**config.mk**
```make
export PLATFORM = sky130hd
export DESIGN_NAME = acc_conv_ctrl
export DESIGN_NICKNAME = d
export VERILOG_FILES = /design/src/design/acc_pkg.sv /design/src/design/acc_conv_ctrl.sv /design/src/design/acc_sar_core.sv
export SDC_FILE = /design/constraint.sdc
export NUM_CORES = 1
export LEC_CHECK = 0
export BUFFER_PORTS_ARGS = -buffer_cell sky130_fd_sc_hd__buf_2
export CELL_PAD_IN_SITES_DETAIL_PLACEMENT = 0
export CELL_PAD_IN_SITES_GLOBAL_PLACEMENT = 1
export CORE_UTILIZATION = 30
export DETAILED_ROUTE_END_ITERATION = 6
export PLACE_DENSITY = 0.58
export REMOVE_ABC_BUFFERS = 1
export SLEW_MARGIN = 20
export SYNTH_ARGS = -nofsm -noshare
export SYNTH_HDL_FRONTEND = slang
export SYNTH_SLANG_ARGS = --single-unit
```
**constraint.sdc**
```tcl
create_clock -name clk_sys -period 3.05 [get_ports clk_sys]
set_input_delay 0.305 -clock clk_sys [delete_from_list [all_inputs] [get_ports clk_sys]]
set_output_delay 0.305 -clock clk_sys [all_outputs]
set_load 0.05 [all_outputs]
```
**src/design/acc_pkg.sv**
```systemverilog
// constants, types and helpers shared by the converter control block
package acc_pkg;

    // register byte addresses on the register bus
    localparam logic [7:0] ACC_OFS_SEL  = 8'h00;
    localparam logic [7:0] ACC_OFS_CTLA = 8'h04;
    localparam logic [7:0] ACC_OFS_CTLB = 8'h08;
    localparam logic [7:0] ACC_OFS_RESL = 8'h0C;
    localparam logic [7:0] ACC_OFS_RESH = 8'h10;
    localparam logic [7:0] ACC_OFS_DIDR = 8'h14;

    // field positions and widths
    localparam int ACC_CTLA_EN  = 7;
    localparam int ACC_CTLA_SC  = 6;
    localparam int ACC_CTLA_ATE = 5;
    localparam int ACC_CTLA_IF  = 4;
    localparam int ACC_CTLA_IE  = 3;
    localparam int ACC_SEL_LEFT = 7;
    localparam int ACC_REF_LSB  = 4;
    localparam int ACC_REF_W    = 3;
    localparam int ACC_CHAN_W   = 4;
    localparam int ACC_PS_W     = 3;
    localparam int ACC_TS_W     = 3;
    localparam int ACC_PIN_W    = 6;
    localparam int ACC_RES_W    = 10;
    localparam int ACC_TRIG_W   = 7;

    // field encodings
    localparam logic [3:0] ACC_CH_SINGLE_MAX = 4'h3;
    localparam logic [3:0] ACC_CH_TEMP       = 4'hF;
    localparam logic [1:0] ACC_POS_LO        = 2'h0;
    localparam logic [1:0] ACC_POS_HI        = 2'h2;
    localparam logic [2:0] ACC_REF_VCC       = 3'h0;
    localparam logic [2:0] ACC_REF_EXT       = 3'h1;
    localparam logic [2:0] ACC_REF_1V1       = 3'h2;
    localparam logic [3:0] ACC_RO_VCC        = 4'h1;
    localparam logic [3:0] ACC_RO_EXT        = 4'h2;
    localparam logic [3:0] ACC_RO_1V1        = 4'h4;
    localparam logic [3:0] ACC_RO_2V56       = 4'h8;
    localparam logic [2:0] ACC_TS_FREE       = 3'h0;
    localparam logic [1:0] ACC_RESP_OK       = 2'h0;
    localparam logic [1:0] ACC_RESP_ERR      = 2'h2;

    // conversion timing in converter clock ticks
    localparam logic [4:0] ACC_CNT_ONE     = 5'h01;
    localparam logic [4:0] ACC_HOLD_AT     = 5'h01;
    localparam logic [4:0] ACC_BIT_FIRST   = 5'h02;
    localparam logic [4:0] ACC_BIT_LAST    = 5'h0B;
    localparam logic [4:0] ACC_DONE_AT     = 5'h0C;
    localparam logic [4:0] ACC_FIRST_EXTRA = 5'h0C;
    localparam logic [4:0] ACC_LEN_NORM    = 5'h0D;
    localparam logic [4:0] ACC_LEN_FIRST   = 5'h19;
    localparam logic [9:0] ACC_MSB_MASK    = 10'h200;

    typedef enum logic {ACC_IDLE, ACC_RUN} acc_core_st_t;

    // prescaler terminal count: divide by two to the power ps plus one
    function automatic logic [7:0] acc_pre_limit(input logic [2:0] ps);
        logic [8:0] span;
        span = 9'h002 << ps;
        return 8'(span - 9'h001);
    endfunction

    // {high byte, low byte} of a result in either alignment
    function automatic logic [15:0] acc_align(input logic [9:0] res,
                                              input logic       left);
        if (left)
            return {res[9:2], res[1:0], 6'h00};
        return {6'h00, res[9:8], res[7:0]};
    endfunction

endpackage

```
**src/design/acc_conv_ctrl.sv**
```systemverilog
// converter control: register slave, sequencing, selection and pin masking
`timescale 1ns/1ns
`default_nettype none
// How it works
// - a set input-disable bit turns off that pin buffer; pin value reads 0
// - ten-bit code by successive approximation, zero is ground, top is ref
// - three-bit field picks supply, external pin, 1.1 V or 2.56 V reference
// - four-bit field picks single inputs or a differential pair, gain 1x/20x
// - single-ended inputs bypass the gain amplifier entirely
// - code 1111 connects the on-chip temperature sensor
// - selections act only while the enable bit is set; else powered down
// - result right-aligned by default, left-aligned when left-adjust set
// - reading the low byte locks results until the high byte is read
// - done flag and request still rise when a locked result is lost
// - writing start begins a conversion; start reads 1 until completion
// - a channel change mid conversion waits until that conversion ends
// - auto trigger rising edge resets the prescaler and starts conversion
// - trigger edges during a conversion are ignored; a held level does not retrigger
// - done flag as source runs free after one software start
// - with auto trigger on, a software start still runs one conversion
// - own conversion-complete request rises when a conversion finishes
// - normal conversion 13 converter clocks, first after enable 25
// - prescaler counts while enabled and is held in reset otherwise
// - on completion results written unless locked, flag set, start cleared if single
// - software start begins at the next converter clock edge

module acc_conv_ctrl
    import acc_pkg::*;
(
    input  wire logic                  clk_sys,
    input  wire logic                  rst_n,
    input  wire logic [7:0]            s_axi_awaddr,
    input  wire logic                  s_axi_awvalid,
    output logic                       s_axi_awready,
    input  wire logic [31:0]           s_axi_wdata,
    input  wire logic [3:0]            s_axi_wstrb,
    input  wire logic                  s_axi_wvalid,
    output logic                       s_axi_wready,
    output logic [1:0]                 s_axi_bresp,
    output logic                       s_axi_bvalid,
    input  wire logic                  s_axi_bready,
    input  wire logic [7:0]            s_axi_araddr,
    input  wire logic                  s_axi_arvalid,
    output logic                       s_axi_arready,
    output logic [31:0]                s_axi_rdata,
    output logic [1:0]                 s_axi_rresp,
    output logic                       s_axi_rvalid,
    input  wire logic                  s_axi_rready,
    input  wire logic [ACC_PIN_W-1:0]  pin_in,
    input  wire logic [ACC_TRIG_W-1:0] trig_event,
    input  wire logic                  cmp_raw,
    output logic [ACC_PIN_W-1:0]       pin_value,
    output logic [ACC_PIN_W-1:0]       digin_off,
    output logic                       conv_power_on,
    output logic [3:0]                 ref_onehot,
    output logic [1:0]                 mux_pos_sel,
    output logic [1:0]                 mux_neg_sel,
    output logic                       amp_bypass,
    output logic                       amp_gain_20x,
    output logic                       temp_sensor_sel,
    output logic                       sample_hold,
    output logic [ACC_RES_W-1:0]       dac_code,
    output logic                       conv_irq
);

    typedef struct packed {
        logic [7:0]           sel;
        logic [7:0]           sel_act;
        logic                 en;
        logic                 ate;
        logic                 ie;
        logic                 flag;
        logic                 start_req;
        logic                 first;
        logic                 locked;
        logic                 tick;
        logic                 trig_prev;
        logic                 irq;
        logic [ACC_PS_W-1:0]  ps;
        logic [ACC_TS_W-1:0]  ts;
        logic [ACC_PIN_W-1:0] didr;
        logic [ACC_PIN_W-1:0] p1;
        logic [ACC_PIN_W-1:0] p2;
        logic [ACC_PIN_W-1:0] p3;
        logic [ACC_PIN_W-1:0] pf;
        logic [ACC_PIN_W-1:0] pin_val;
        logic [7:0]           pcnt;
        logic [ACC_RES_W-1:0] result;
        logic [3:0]           ref_oh;
        logic [1:0]           pos;
        logic [1:0]           neg;
        logic                 bypass;
        logic                 g20;
        logic                 temp;
        logic                 awready;
        logic                 aw_ok;
        logic [7:0]           awa;
        logic                 wready;
        logic                 w_ok;
        logic [31:0]          wd;
        logic                 wstb;
        logic                 bvalid;
        logic [1:0]           bresp;
        logic                 arready;
        logic                 rvalid;
        logic [31:0]          rdata;
        logic [1:0]           rresp;
    } acc_ctrl_t;

    acc_ctrl_t r;
    acc_ctrl_t n;

    logic                 core_busy;
    logic                 core_done;
    logic                 core_start;
    logic [ACC_RES_W-1:0] core_result;

    // {bypass, pos, neg, gain 20x, temp} for a channel and gain code
    function automatic logic [6:0] acc_chan_dec(input logic [3:0] code);
        if (code == ACC_CH_TEMP)
            return {1'b1, 2'h0, 2'h0, 1'b0, 1'b1};
        if (code <= ACC_CH_SINGLE_MAX)
            return {1'b1, code[1:0], 2'h0, 1'b0, 1'b0};
        return {1'b0, code[3] ? ACC_POS_HI : ACC_POS_LO, code[1:0],
                code[2], 1'b0};
    endfunction

    function automatic logic [3:0] acc_ref_dec(input logic [2:0] sel);
        unique case (sel)
            ACC_REF_VCC: return ACC_RO_VCC;
            ACC_REF_EXT: return ACC_RO_EXT;
            ACC_REF_1V1: return ACC_RO_1V1;
            default:     return ACC_RO_2V56;
        endcase
    endfunction

    function automatic logic acc_mapped(input logic [7:0] a);
        return a == ACC_OFS_SEL  || a == ACC_OFS_CTLA ||
               a == ACC_OFS_CTLB || a == ACC_OFS_RESL ||
               a == ACC_OFS_RESH || a == ACC_OFS_DIDR;
    endfunction

    // a start is issued only on a converter clock tick
    assign core_start = r.tick && r.start_req && !core_busy && r.en;

    acc_sar_core u_core (
        .clk_sys   (clk_sys),
        .rst_n     (rst_n),
        .enable    (r.en),
        .tick      (r.tick),
        .start     (core_start),
        .long_conv (r.first),
        .cmp_raw   (cmp_raw),
        .busy      (core_busy),
        .done      (core_done),
        .hold      (sample_hold),
        .result    (core_result),
        .dac_code  (dac_code)
    );

    logic                 wr_go;
    logic                 rd_go;
    logic                 free_mode;
    logic                 trig_lvl;
    logic                 trig_go;
    logic                 hit;
    logic [7:0]           trig_vec;
    logic [15:0]          aligned;

    always_comb begin
        n         = r;
        wr_go     = r.aw_ok && r.w_ok && !r.bvalid;
        rd_go     = s_axi_arvalid && r.arready;
        free_mode = r.ate && (r.ts == ACC_TS_FREE);
        trig_vec  = {trig_event, r.flag};
        trig_lvl  = trig_vec[r.ts];
        aligned   = acc_align(r.result, r.sel[ACC_SEL_LEFT]);
        // the flag only rises again after software clears it
        trig_go   = r.en && r.ate && !free_mode && trig_lvl &&
                    !r.trig_prev && !r.start_req && !core_busy;
        n.trig_prev = trig_lvl;

        // an issued start is consumed; start then reads through busy
        if (core_start) begin
            n.start_req = 1'b0;
            n.first     = 1'b0;
        end

        // write address and data are taken in either order
        if (s_axi_awvalid && r.awready) begin
            n.aw_ok = 1'b1;
            n.awa   = s_axi_awaddr;
        end
        if (s_axi_wvalid && r.wready) begin
            n.w_ok = 1'b1;
            n.wd   = s_axi_wdata;
            n.wstb = s_axi_wstrb[0];
        end
        if (r.bvalid && s_axi_bready) begin
            n.bvalid = 1'b0;
        end
        if (wr_go) begin
            n.aw_ok  = 1'b0;
            n.w_ok   = 1'b0;
            n.bvalid = 1'b1;
            n.bresp  = acc_mapped(r.awa) ? ACC_RESP_OK : ACC_RESP_ERR;
            if (r.wstb) begin
                case (r.awa)
                    ACC_OFS_SEL: n.sel = r.wd[7:0];
                    ACC_OFS_CTLA: begin
                        n.en  = r.wd[ACC_CTLA_EN];
                        n.ate = r.wd[ACC_CTLA_ATE];
                        n.ie  = r.wd[ACC_CTLA_IE];
                        n.ps  = r.wd[ACC_PS_W-1:0];
                        if (r.wd[ACC_CTLA_IF]) begin
                            n.flag = 1'b0;
                        end
                        if (r.wd[ACC_CTLA_SC] && r.wd[ACC_CTLA_EN]) begin
                            n.start_req = 1'b1;
                        end
                    end
                    ACC_OFS_CTLB: n.ts = r.wd[ACC_TS_W-1:0];
                    ACC_OFS_DIDR: n.didr = r.wd[ACC_PIN_W-1:0];
                    default: ;
                endcase
            end
        end

        // reads; result reads move the lock
        if (r.rvalid && s_axi_rready) begin
            n.rvalid = 1'b0;
        end
        if (rd_go) begin
            n.rvalid = 1'b1;
            n.rresp  = acc_mapped(s_axi_araddr) ? ACC_RESP_OK : ACC_RESP_ERR;
            n.rdata  = '0;
            case (s_axi_araddr)
                ACC_OFS_SEL:  n.rdata[7:0] = r.sel;
                ACC_OFS_CTLA: n.rdata[7:0] = {r.en,
                    r.start_req | core_busy | (core_done & free_mode),
                    r.ate, r.flag, r.ie, r.ps};
                ACC_OFS_CTLB: n.rdata[ACC_TS_W-1:0] = r.ts;
                ACC_OFS_RESL: begin
                    n.rdata[7:0] = aligned[7:0];
                    n.locked     = 1'b1;
                end
                ACC_OFS_RESH: begin
                    n.rdata[7:0] = aligned[15:8];
                    n.locked     = 1'b0;
                end
                ACC_OFS_DIDR: n.rdata[ACC_PIN_W-1:0] = r.didr;
                default: ;
            endcase
        end

        // prescaler divides the system clock into converter ticks
        hit    = (r.pcnt == acc_pre_limit(r.ps));
        n.tick = r.en && hit;
        n.pcnt = hit ? '0 : r.pcnt + 8'h01;
        if (trig_go) begin
            n.start_req = 1'b1;
            n.pcnt      = '0;
            n.tick      = 1'b0;
        end

        // completion: flag set wins over a clear in the same cycle
        if (core_done) begin
            if (!r.locked) begin
                n.result = core_result;
            end
            n.flag = 1'b1;
            if (free_mode) begin
                n.start_req = 1'b1;
            end
        end

        // first conversion after enabling takes the long path
        if (!r.en && n.en) begin
            n.first = 1'b1;
        end
        if (!n.en) begin
            n.start_req = 1'b0;
            n.pcnt      = '0;
            n.tick      = 1'b0;
        end

        // selection follows the register only between conversions
        if (n.en && !core_busy && !core_start) begin
            n.sel_act = n.sel;
        end
        {n.bypass, n.pos, n.neg, n.g20, n.temp} =
            n.en ? acc_chan_dec(n.sel_act[ACC_CHAN_W-1:0]) : '0;
        n.ref_oh = n.en ?
            acc_ref_dec(n.sel_act[ACC_REF_LSB +: ACC_REF_W]) : '0;

        // pin filter: a bit moves once the last two stages agree
        n.p1      = pin_in;
        n.p2      = r.p1;
        n.p3      = r.p2;
        n.pf      = (r.p3 & ~(r.p2 ^ r.p3)) | (r.pf & (r.p2 ^ r.p3));
        n.pin_val = r.pf & ~r.didr;

        n.irq     = n.flag && n.ie;
        n.awready = !n.aw_ok && !n.bvalid;
        n.wready  = !n.w_ok && !n.bvalid;
        n.arready = !n.rvalid;
    end

    always_ff @(posedge clk_sys) begin
        if (!rst_n) begin
            r <= '0;
        end else begin
            r <= n;
        end
    end

    // every output is a register field
    assign s_axi_awready   = r.awready;
    assign s_axi_wready    = r.wready;
    assign s_axi_bresp     = r.bresp;
    assign s_axi_bvalid    = r.bvalid;
    assign s_axi_arready   = r.arready;
    assign s_axi_rdata     = r.rdata;
    assign s_axi_rresp     = r.rresp;
    assign s_axi_rvalid    = r.rvalid;
    assign pin_value       = r.pin_val;
    assign digin_off       = r.didr;
    assign conv_power_on   = r.en;
    assign ref_onehot      = r.ref_oh;
    assign mux_pos_sel     = r.pos;
    assign mux_neg_sel     = r.neg;
    assign amp_bypass      = r.bypass;
    assign amp_gain_20x    = r.g20;
    assign temp_sensor_sel = r.temp;
    assign conv_irq        = r.irq;
endmodule // acc_conv_ctrl

`default_nettype wire

```
**src/design/acc_sar_core.sv**
```systemverilog
// successive approximation engine stepped by the converter clock enable
`timescale 1ns/1ns
`default_nettype none

module acc_sar_core
    import acc_pkg::*;
(
    input  wire logic                 clk_sys,
    input  wire logic                 rst_n,
    input  wire logic                 enable,
    input  wire logic                 tick,
    input  wire logic                 start,
    input  wire logic                 long_conv,
    input  wire logic                 cmp_raw,
    output logic                      busy,
    output logic                      done,
    output logic                      hold,
    output logic [ACC_RES_W-1:0]      result,
    output logic [ACC_RES_W-1:0]      dac_code
);

    typedef struct packed {
        logic                 s1;
        logic                 s2;
        logic                 s3;
        logic                 cmp;
        acc_core_st_t         st;
        logic                 busy;
        logic [4:0]           cnt;
        logic [4:0]           base;
        logic [ACC_RES_W-1:0] mask;
        logic [ACC_RES_W-1:0] trial;
        logic [ACC_RES_W-1:0] result;
        logic                 done;
        logic                 hold;
    } acc_core_t;

    acc_core_t r;
    acc_core_t n;

    // start arrives on a tick, which is tick zero of the conversion
    always_comb begin
        n = r;
        n.done = 1'b0;
        // comparator filter: s1 feeds only s2
        n.s1 = cmp_raw;
        n.s2 = r.s1;
        n.s3 = r.s2;
        if (r.s2 == r.s3) begin
            n.cmp = r.s3;
        end
        unique case (r.st)
            ACC_IDLE: begin
                if (start) begin
                    n.st    = ACC_RUN;
                    n.cnt   = ACC_CNT_ONE;
                    n.base  = long_conv ? ACC_FIRST_EXTRA : '0;
                    n.mask  = ACC_MSB_MASK;
                    n.trial = ACC_MSB_MASK;
                end
            end
            ACC_RUN: begin
                if (tick) begin
                    n.cnt = r.cnt + ACC_CNT_ONE;
                    if (r.cnt == r.base + ACC_HOLD_AT) begin
                        n.hold = 1'b1;
                    end
                    // keep or drop the trial bit, then try the next one
                    if (r.cnt >= r.base + ACC_BIT_FIRST &&
                        r.cnt <= r.base + ACC_BIT_LAST) begin
                        n.trial = (r.cmp ? r.trial : r.trial & ~r.mask)
                                  | (r.mask >> 1);
                        n.mask  = r.mask >> 1;
                    end
                    if (r.cnt == r.base + ACC_DONE_AT) begin
                        n.st     = ACC_IDLE;
                        n.done   = 1'b1;
                        n.hold   = 1'b0;
                        n.result = r.trial;
                    end
                end
            end
        endcase
        // disabling powers the converter down mid conversion
        if (!enable) begin
            n.st   = ACC_IDLE;
            n.hold = 1'b0;
        end
        n.busy = (n.st == ACC_RUN);
    end

    always_ff @(posedge clk_sys) begin
        if (!rst_n) begin
            r <= '0;
        end else begin
            r <= n;
        end
    end

    assign busy     = r.busy;
    assign done     = r.done;
    assign hold     = r.hold;
    assign result   = r.result;
    assign dac_code = r.trial;
endmodule // acc_sar_core

`default_nettype wire

```
[Yosys cells after proc, flatten, opt, wreduce, memory -nomap -nowiden]
Cells that the tools add are included.
Word-level totals
  register bits: 203
  input bits: 73
  output and inout port bits: 77
  word-level logic and storage cells: 227
Operators by class
  $add $sub $neg: 7
  order comparisons: 4
  equal/unequal tests: 20
  shift operators: 1
  multiplexer cells: 56
  bitwise operators: 17
  reductions and logical operators: 69
Operator list (number)
  $pmux 20 s2: 1
  $mux 35: 1
  $mux 7: 5
  $mux 34: 1
  $eq 8x4->1 const B: 4
  $eq 8x5->1 const B: 4
  $mux 16: 2
  $mux 32: 1
  $mux 30: 1
  $logic_and 1x1->1: 26
  $mux 8: 3
  $reduce_and 3->1: 7
  $mux 20: 1
  $mux 5: 4
  $and 6x6->6: 3
  $mux 1: 18
  $pmux 3 s6: 1
  $eq 8x3->1 const B: 2
  $logic_not 8->1: 2
  $pmux 3 s5: 1
  $mux 12: 1
  $not 6->6: 2
  $pmux 4 s3: 1
  $reduce_and 2->1: 6
  other kinds (40): 76

[Longest topological paths before layout]
  word-level depth: 16
  gate-level depth with buffers: 9
  mapped depth without buffers: 8

[By module]
A second synthesis with hierarchy kept.
Unflattened totals
  cell total of the unflattened synthesis: 901
  area, all modules: 7990.2 sq um
By module, submodules not included
  acc_conv_ctrl: instances 1, cells an instance 662, area an instance 5823.1 sq um, seq. area each 2602.5 sq um
  acc_sar_core: instances 1, cells an instance 239, area an instance 2167.1 sq um, seq. area each 860.8 sq um

[Worst setup path after synthesis]
OpenSTA, ideal clock, no wires.
  path type: reg2reg
  from: register r, in the netlist s_axi_bvalid
  to: register r, in the netlist mux_neg_sel[0]
  setup time: 0.121 ns
  arrival: 2.152 ns
  data required time: 2.929 ns
  slack: 0.777 ns
  stages on the path, launching flop included: 8
  buffers on the path: 1
  period minus slack after synthesis: 2.273 ns
  cells stage by stage: dfxtp_1 and3b_1 buf_4 nand4_1 mux2_2 mux2i_1 and2_1 nor3_2
Between the ends
  word-level cells in the longest chain between the ends: 11
  elaborated cells on any way between the ends: 16
  classes of those cells: order compare (1); eq/ne (1); mux (9); reduce/logical (5)
RTL lines
  start: declaration: line acc_conv_ctrl.sv:110  | acc_ctrl_t r;
  start signal: assignment: line acc_conv_ctrl.sv:313  | r <= n;
  $logic_not 1->1 (*): line acc_conv_ctrl.sv:172  | wr_go = r.aw_ok && r.w_ok && !r.bvalid;
  $logic_and 1x1->1 (*): line acc_conv_ctrl.sv:172
  $mux 5: line acc_conv_ctrl.sv:202  | if (wr_go) begin
  $logic_and 1x1->1 (2 in a row): line acc_conv_ctrl.sv:288  | if (n.en && !core_busy && !core_start) begin
  $mux 7: line acc_conv_ctrl.sv:288
  $le 4x2->1: line acc_conv_ctrl.sv:122  | if (code <= ACC_CH_SINGLE_MAX)
  $mux 1 (2 in a row): line acc_conv_ctrl.sv:122
  $mux 7: line acc_conv_ctrl.sv:124  | return {1'b0, code[3] ? ACC_POS_HI : ACC_POS_LO, code[1:0],
  $mux 7: line acc_conv_ctrl.sv:122
Mark *: on every way between the ends. The rest lies on a longest branch, timed or not. The select of a mux whose other input is x is not followed.
A chain may end at the register's enable or synchronous reset.

[Worst setup path after layout]
  from: register u_core.r[34] (netlist bit)
  to: register u_core.r, in the netlist u_core.dac_code[8]
Between the ends
  word-level cells in the longest chain between the ends: 5
  elaborated cells on any way between the ends: 7
  classes of those cells: add/sub (2); order compare (2); eq/ne (1); reduce/logical (2)
RTL lines
  start: declaration: line acc_sar_core.sv:38  | acc_core_t r;
  start signal: assignment: line acc_sar_core.sv:96  | r <= n;
  $add 5x2->5 / $add 5x4->5 (equally long branches): line acc_sar_core.sv:69, acc_sar_core.sv:70
  $ge 5x5->1 / $le 5x5->1 (equally long branches): line acc_sar_core.sv:69, acc_sar_core.sv:70
  $logic_and 1x1->1 (*): line acc_sar_core.sv:69  | if (r.cnt >= r.base + ACC_BIT_FIRST &&
  $ne 2x2->1 (no line) (*)
  $reduce_and 3->1 (no line) (*)
Mark *: on every way between the ends. The rest lies on a longest branch, timed or not.

==> key figures <==
Setup path
  – Flop-to-flop setup slack: between 0.5 and 0.6 ns
  – Reg2Reg Depth: 9
  – Max FO, Critical Path: 11
  – Critical Path RT: ~3.4 ns
  – CP startpoint kind: register
  – WS Path Type: reg -> reg
  – Worst EP arrival: between 2 and 3 ns
  – Critical Path End Type: register

Layout
  – Multi-input gate area: 0.003324 sq mm
  – Final instance area: 0.008471 sq mm
  – Storage cell area: about 0.0035 sq mm
  – NumNets Final: around 950
  – Share of layout cells above drive strength 1: 0.1871
  – Fillers: ~2,600
  – N_diodes: 0
  – Fin util: 0.3493
  – Area Overhead vs Synth: 14.22%

Worst hold path
  – Worst Hold Depth: 2
  – Tightest Hold Check Type: in -> reg

Global route
  – Vias in the first global route: approximately 5,200
  – First-pass GRT wire length: between 20,000 and 30,000 um
  – GRT overflow: 0
  – Tot GR Track Use: 0.1442
  – Initial antenna violation count: 0
  – Largest net degree at the start of global routing: 51

Power
  – Flop pwr share: 0.470
  – Leak pwr: roughly 3.4 nW
  – Sw Ratio: 0.2419
  – Psw: approximately 1.2 mW
  – Combinational cell fraction of total power: 0.056
  – Clock network power share: 0.473
  – Internal power: 3.751 mW
  – Max IR drop VDD: around 0.00030 V
  – PD cells: a little under 600 mW/mm^2

Yosys
  – Area contributors post-synth: dfxtp_1 (47%), buf_4 (6.8%), a21oi_1 (6.3%), nand2_1 (5.4%), mux2i_1 (5.3%)
  – Top cells by count, synth: dfxtp_1 (173), nand2_1 (107), a21oi_1 (93)
  – Avg Inst Size Synth: 9.022 sq um
  – Most used DFF post-synth: dfxtp_1
  – Most frequent cell after synthesis: dfxtp_1
  – Ys async rst share: 0
  – Post-Syn Area: ~0.0074 sq mm
  – EDFF count, synth: 0
  – Synthesized flop and latch total: 173
  – Mapped Cells: 822
  – Post-synth top area share: 0.4670
  – Synth unique cells: 63
  – YS warnings: 0
  – Sequential fraction of the synthesis area: 0.4670
  – Synth area leader: dfxtp_1

Outcome
  – Status: finished, final reports clean

Place
  – Area after DPL: slightly below 0.008 sq mm
  – Port buffer count: 96
  – Placer Congestion: approximately 0.8
  – HPWL after DPL: between 10,000 and 15,000 um

Clocking
  – CTS sink cnt: about 170
  – Cts hold-fix bufs: 0
  – Post-CTS setup buffer count: 0
  – # resized after CTS: 0
  – Worst-case clock buffer depth: 2
  – Clock latency on the worst-skew pair: ~0.43 ns
  – CTS tree: yes
  – Clock transition at path regs: 0.07 ns
  – CTS H-tree depth: 4
  – Root Driver: clkbuf_16
  – Number of CTS-inserted buffers: 17

Timing
  – Final Max Tran Viols: 0
  – Clock Skew: around 0.012 ns
  – Final min period: between 2 and 3 ns
  – Fmax: between 300 and 400 MHz
  – Final hold viol count: 0
  – # setup viols final: 0
  – RSZ-0062 raised after global routing: no
  – Final period util: 0.8201
  – Measured slew at the worst slew-check pin: around 0.78 ns
  – Worst slew margin: 0.4804
  – Total negative slack: 0 ns

Die
  – Initial core utilization: 0.3058
  – I/O pin total: 150
  – # rows: 57
  – Die area: ~0.025 sq mm
  – Core Area: approximately 0.024 sq mm
  – Die height: between 150 and 200 um
  – Die extent in x: approximately 160 um

Route
  – Routed vias/inst: 4.584
  – Total routed wirelength: 18,080 um
  – Final antenna-violating net count: 0
  – Drt drc: 0
  – DR WL/cell: 14.99 um
  – DRT iter0 DRCs: 339
  – DR pass1 iterations: 5
  – Vias after detailed routing: around 5,500

Job
  – Max Cap Violations: 0
## per-layer routing
layer,wire length [um],part of all wire,vias up,GRT usage
met5,0,0,-,0
met4,144,0.0080,0,0.04065
met3,692,0.038,14,0.03334
met2,8034,0.44,116,0.2227
met1,9211,0.51,2568,0.2003
li1,-,-,2830,-
## metrics by stage
stage	setup slack [ns]	power (mW)	instances	hold WS (ns)
2_1_floorplan	0.4865	2.558	744	0.4107
3_3_place_gp	0.6036	2.658	1174	0.4165
3_5_place_dp	0.5768	2.658	1174	0.4203
4_1_cts	0.5571	5.015	1206	0.05924
5_1_grt	0.2403	5.132	1206	0.06721
6_report	0.5488	4.948	1206	0.08155
## registers in the layout (all words and copies together), names as in the netlist, 2 cells and up, named ones only
signal / flops
r: 72
u_core.r: 19
n: 12
u_core.dac_code: 10
u_core.result: 10
s_axi_rdata: 8
digin_off: 6
pin_value: 6
ref_onehot: 4
mux_neg_sel: 2
mux_pos_sel: 2
u_core.n: 2
## power groups by stage
| stage | Sequential (mW) | Clock, mW | Combinational, mW |
|---|---|---|---|
| after floorplan | 2.41 | 0 | 0.149 |
| after global placement | 2.38 | 0 | 0.280 |
| after detailed placement | 2.38 | 0 | 0.280 |
| after CTS | 2.33 | 2.41 | 0.280 |
| after global routing | 2.33 | 2.50 | 0.300 |
| final | 2.33 | 2.34 | 0.279 |
## cell families after synthesis
kind of cell             synth area share
AND/OR/NAND/NOR                    0.2011
flip-flops                         0.4670
other                           0.0005057
multiplexers                      0.07980
adder cells (fa/ha/maj)           0.01519
buffers and inverters             0.09735
XOR/XNOR                          0.01181
AO/OA/AOI/OAI                      0.1272
## cell type report
type / count / share of cell area
Clock buffer: 17 / 0.05022
Clock inverter: 15 / 0.02467
Inverter: 20 / 0.008863
Multi-Input combinational cell: 551 / 0.3925
Sequential cell: 173 / 0.4089
Tap cell: 324 / 0.04786
Timing Repair Buffer: 106 / 0.06706
## path summary, 6_finish.rpt
check	from	end
setup / recovery	u_core.r[34]$_SDFFE_PN0P_	u_core.dac_code[8]$_SDFFE_PN0P_
setup reg to reg	u_core.r[34]$_SDFFE_PN0P_	u_core.dac_code[8]$_SDFFE_PN0P_
hold / removal	pin_in[0]	n[131]$_SDFF_PN0_
hold reg to reg	u_core.n[46]$_SDFF_PN0_	u_core.n[45]$_SDFF_PN0_
## placed cells by master (no fill, tap or decap), types with 5 or more instances in the layout
cell type  count
a21oi_1       93
o21ai_0       31
xnor2_1        5
and2_1        32
buf_4          9
nor3b_1        8
a221oi_1       6
ha_1           9
nand2b_1      13
nor3_1        11
a222oi_1       5
and3_1         6
mux2i_1       39
xor2_1         5
inv_1         19
nand3_1       19
buf_2         96
clkbuf_16     17
dfxtp_1      173
nor2_1        63
nand2_1      107
conb_1        26
## critical path, cell delays in order (launching register included)
cell and delay [ns]:
dfxtp_1 0.36, inv_1 0.09, ha_1 0.35, and4b_1 0.20
a21oi_1 0.17, a221oi_1 0.12, buf_4 0.20, nor2_1 0.62
o21ai_0 0.16, a21oi_1 0.16
(Power assumes the default switching activity.)
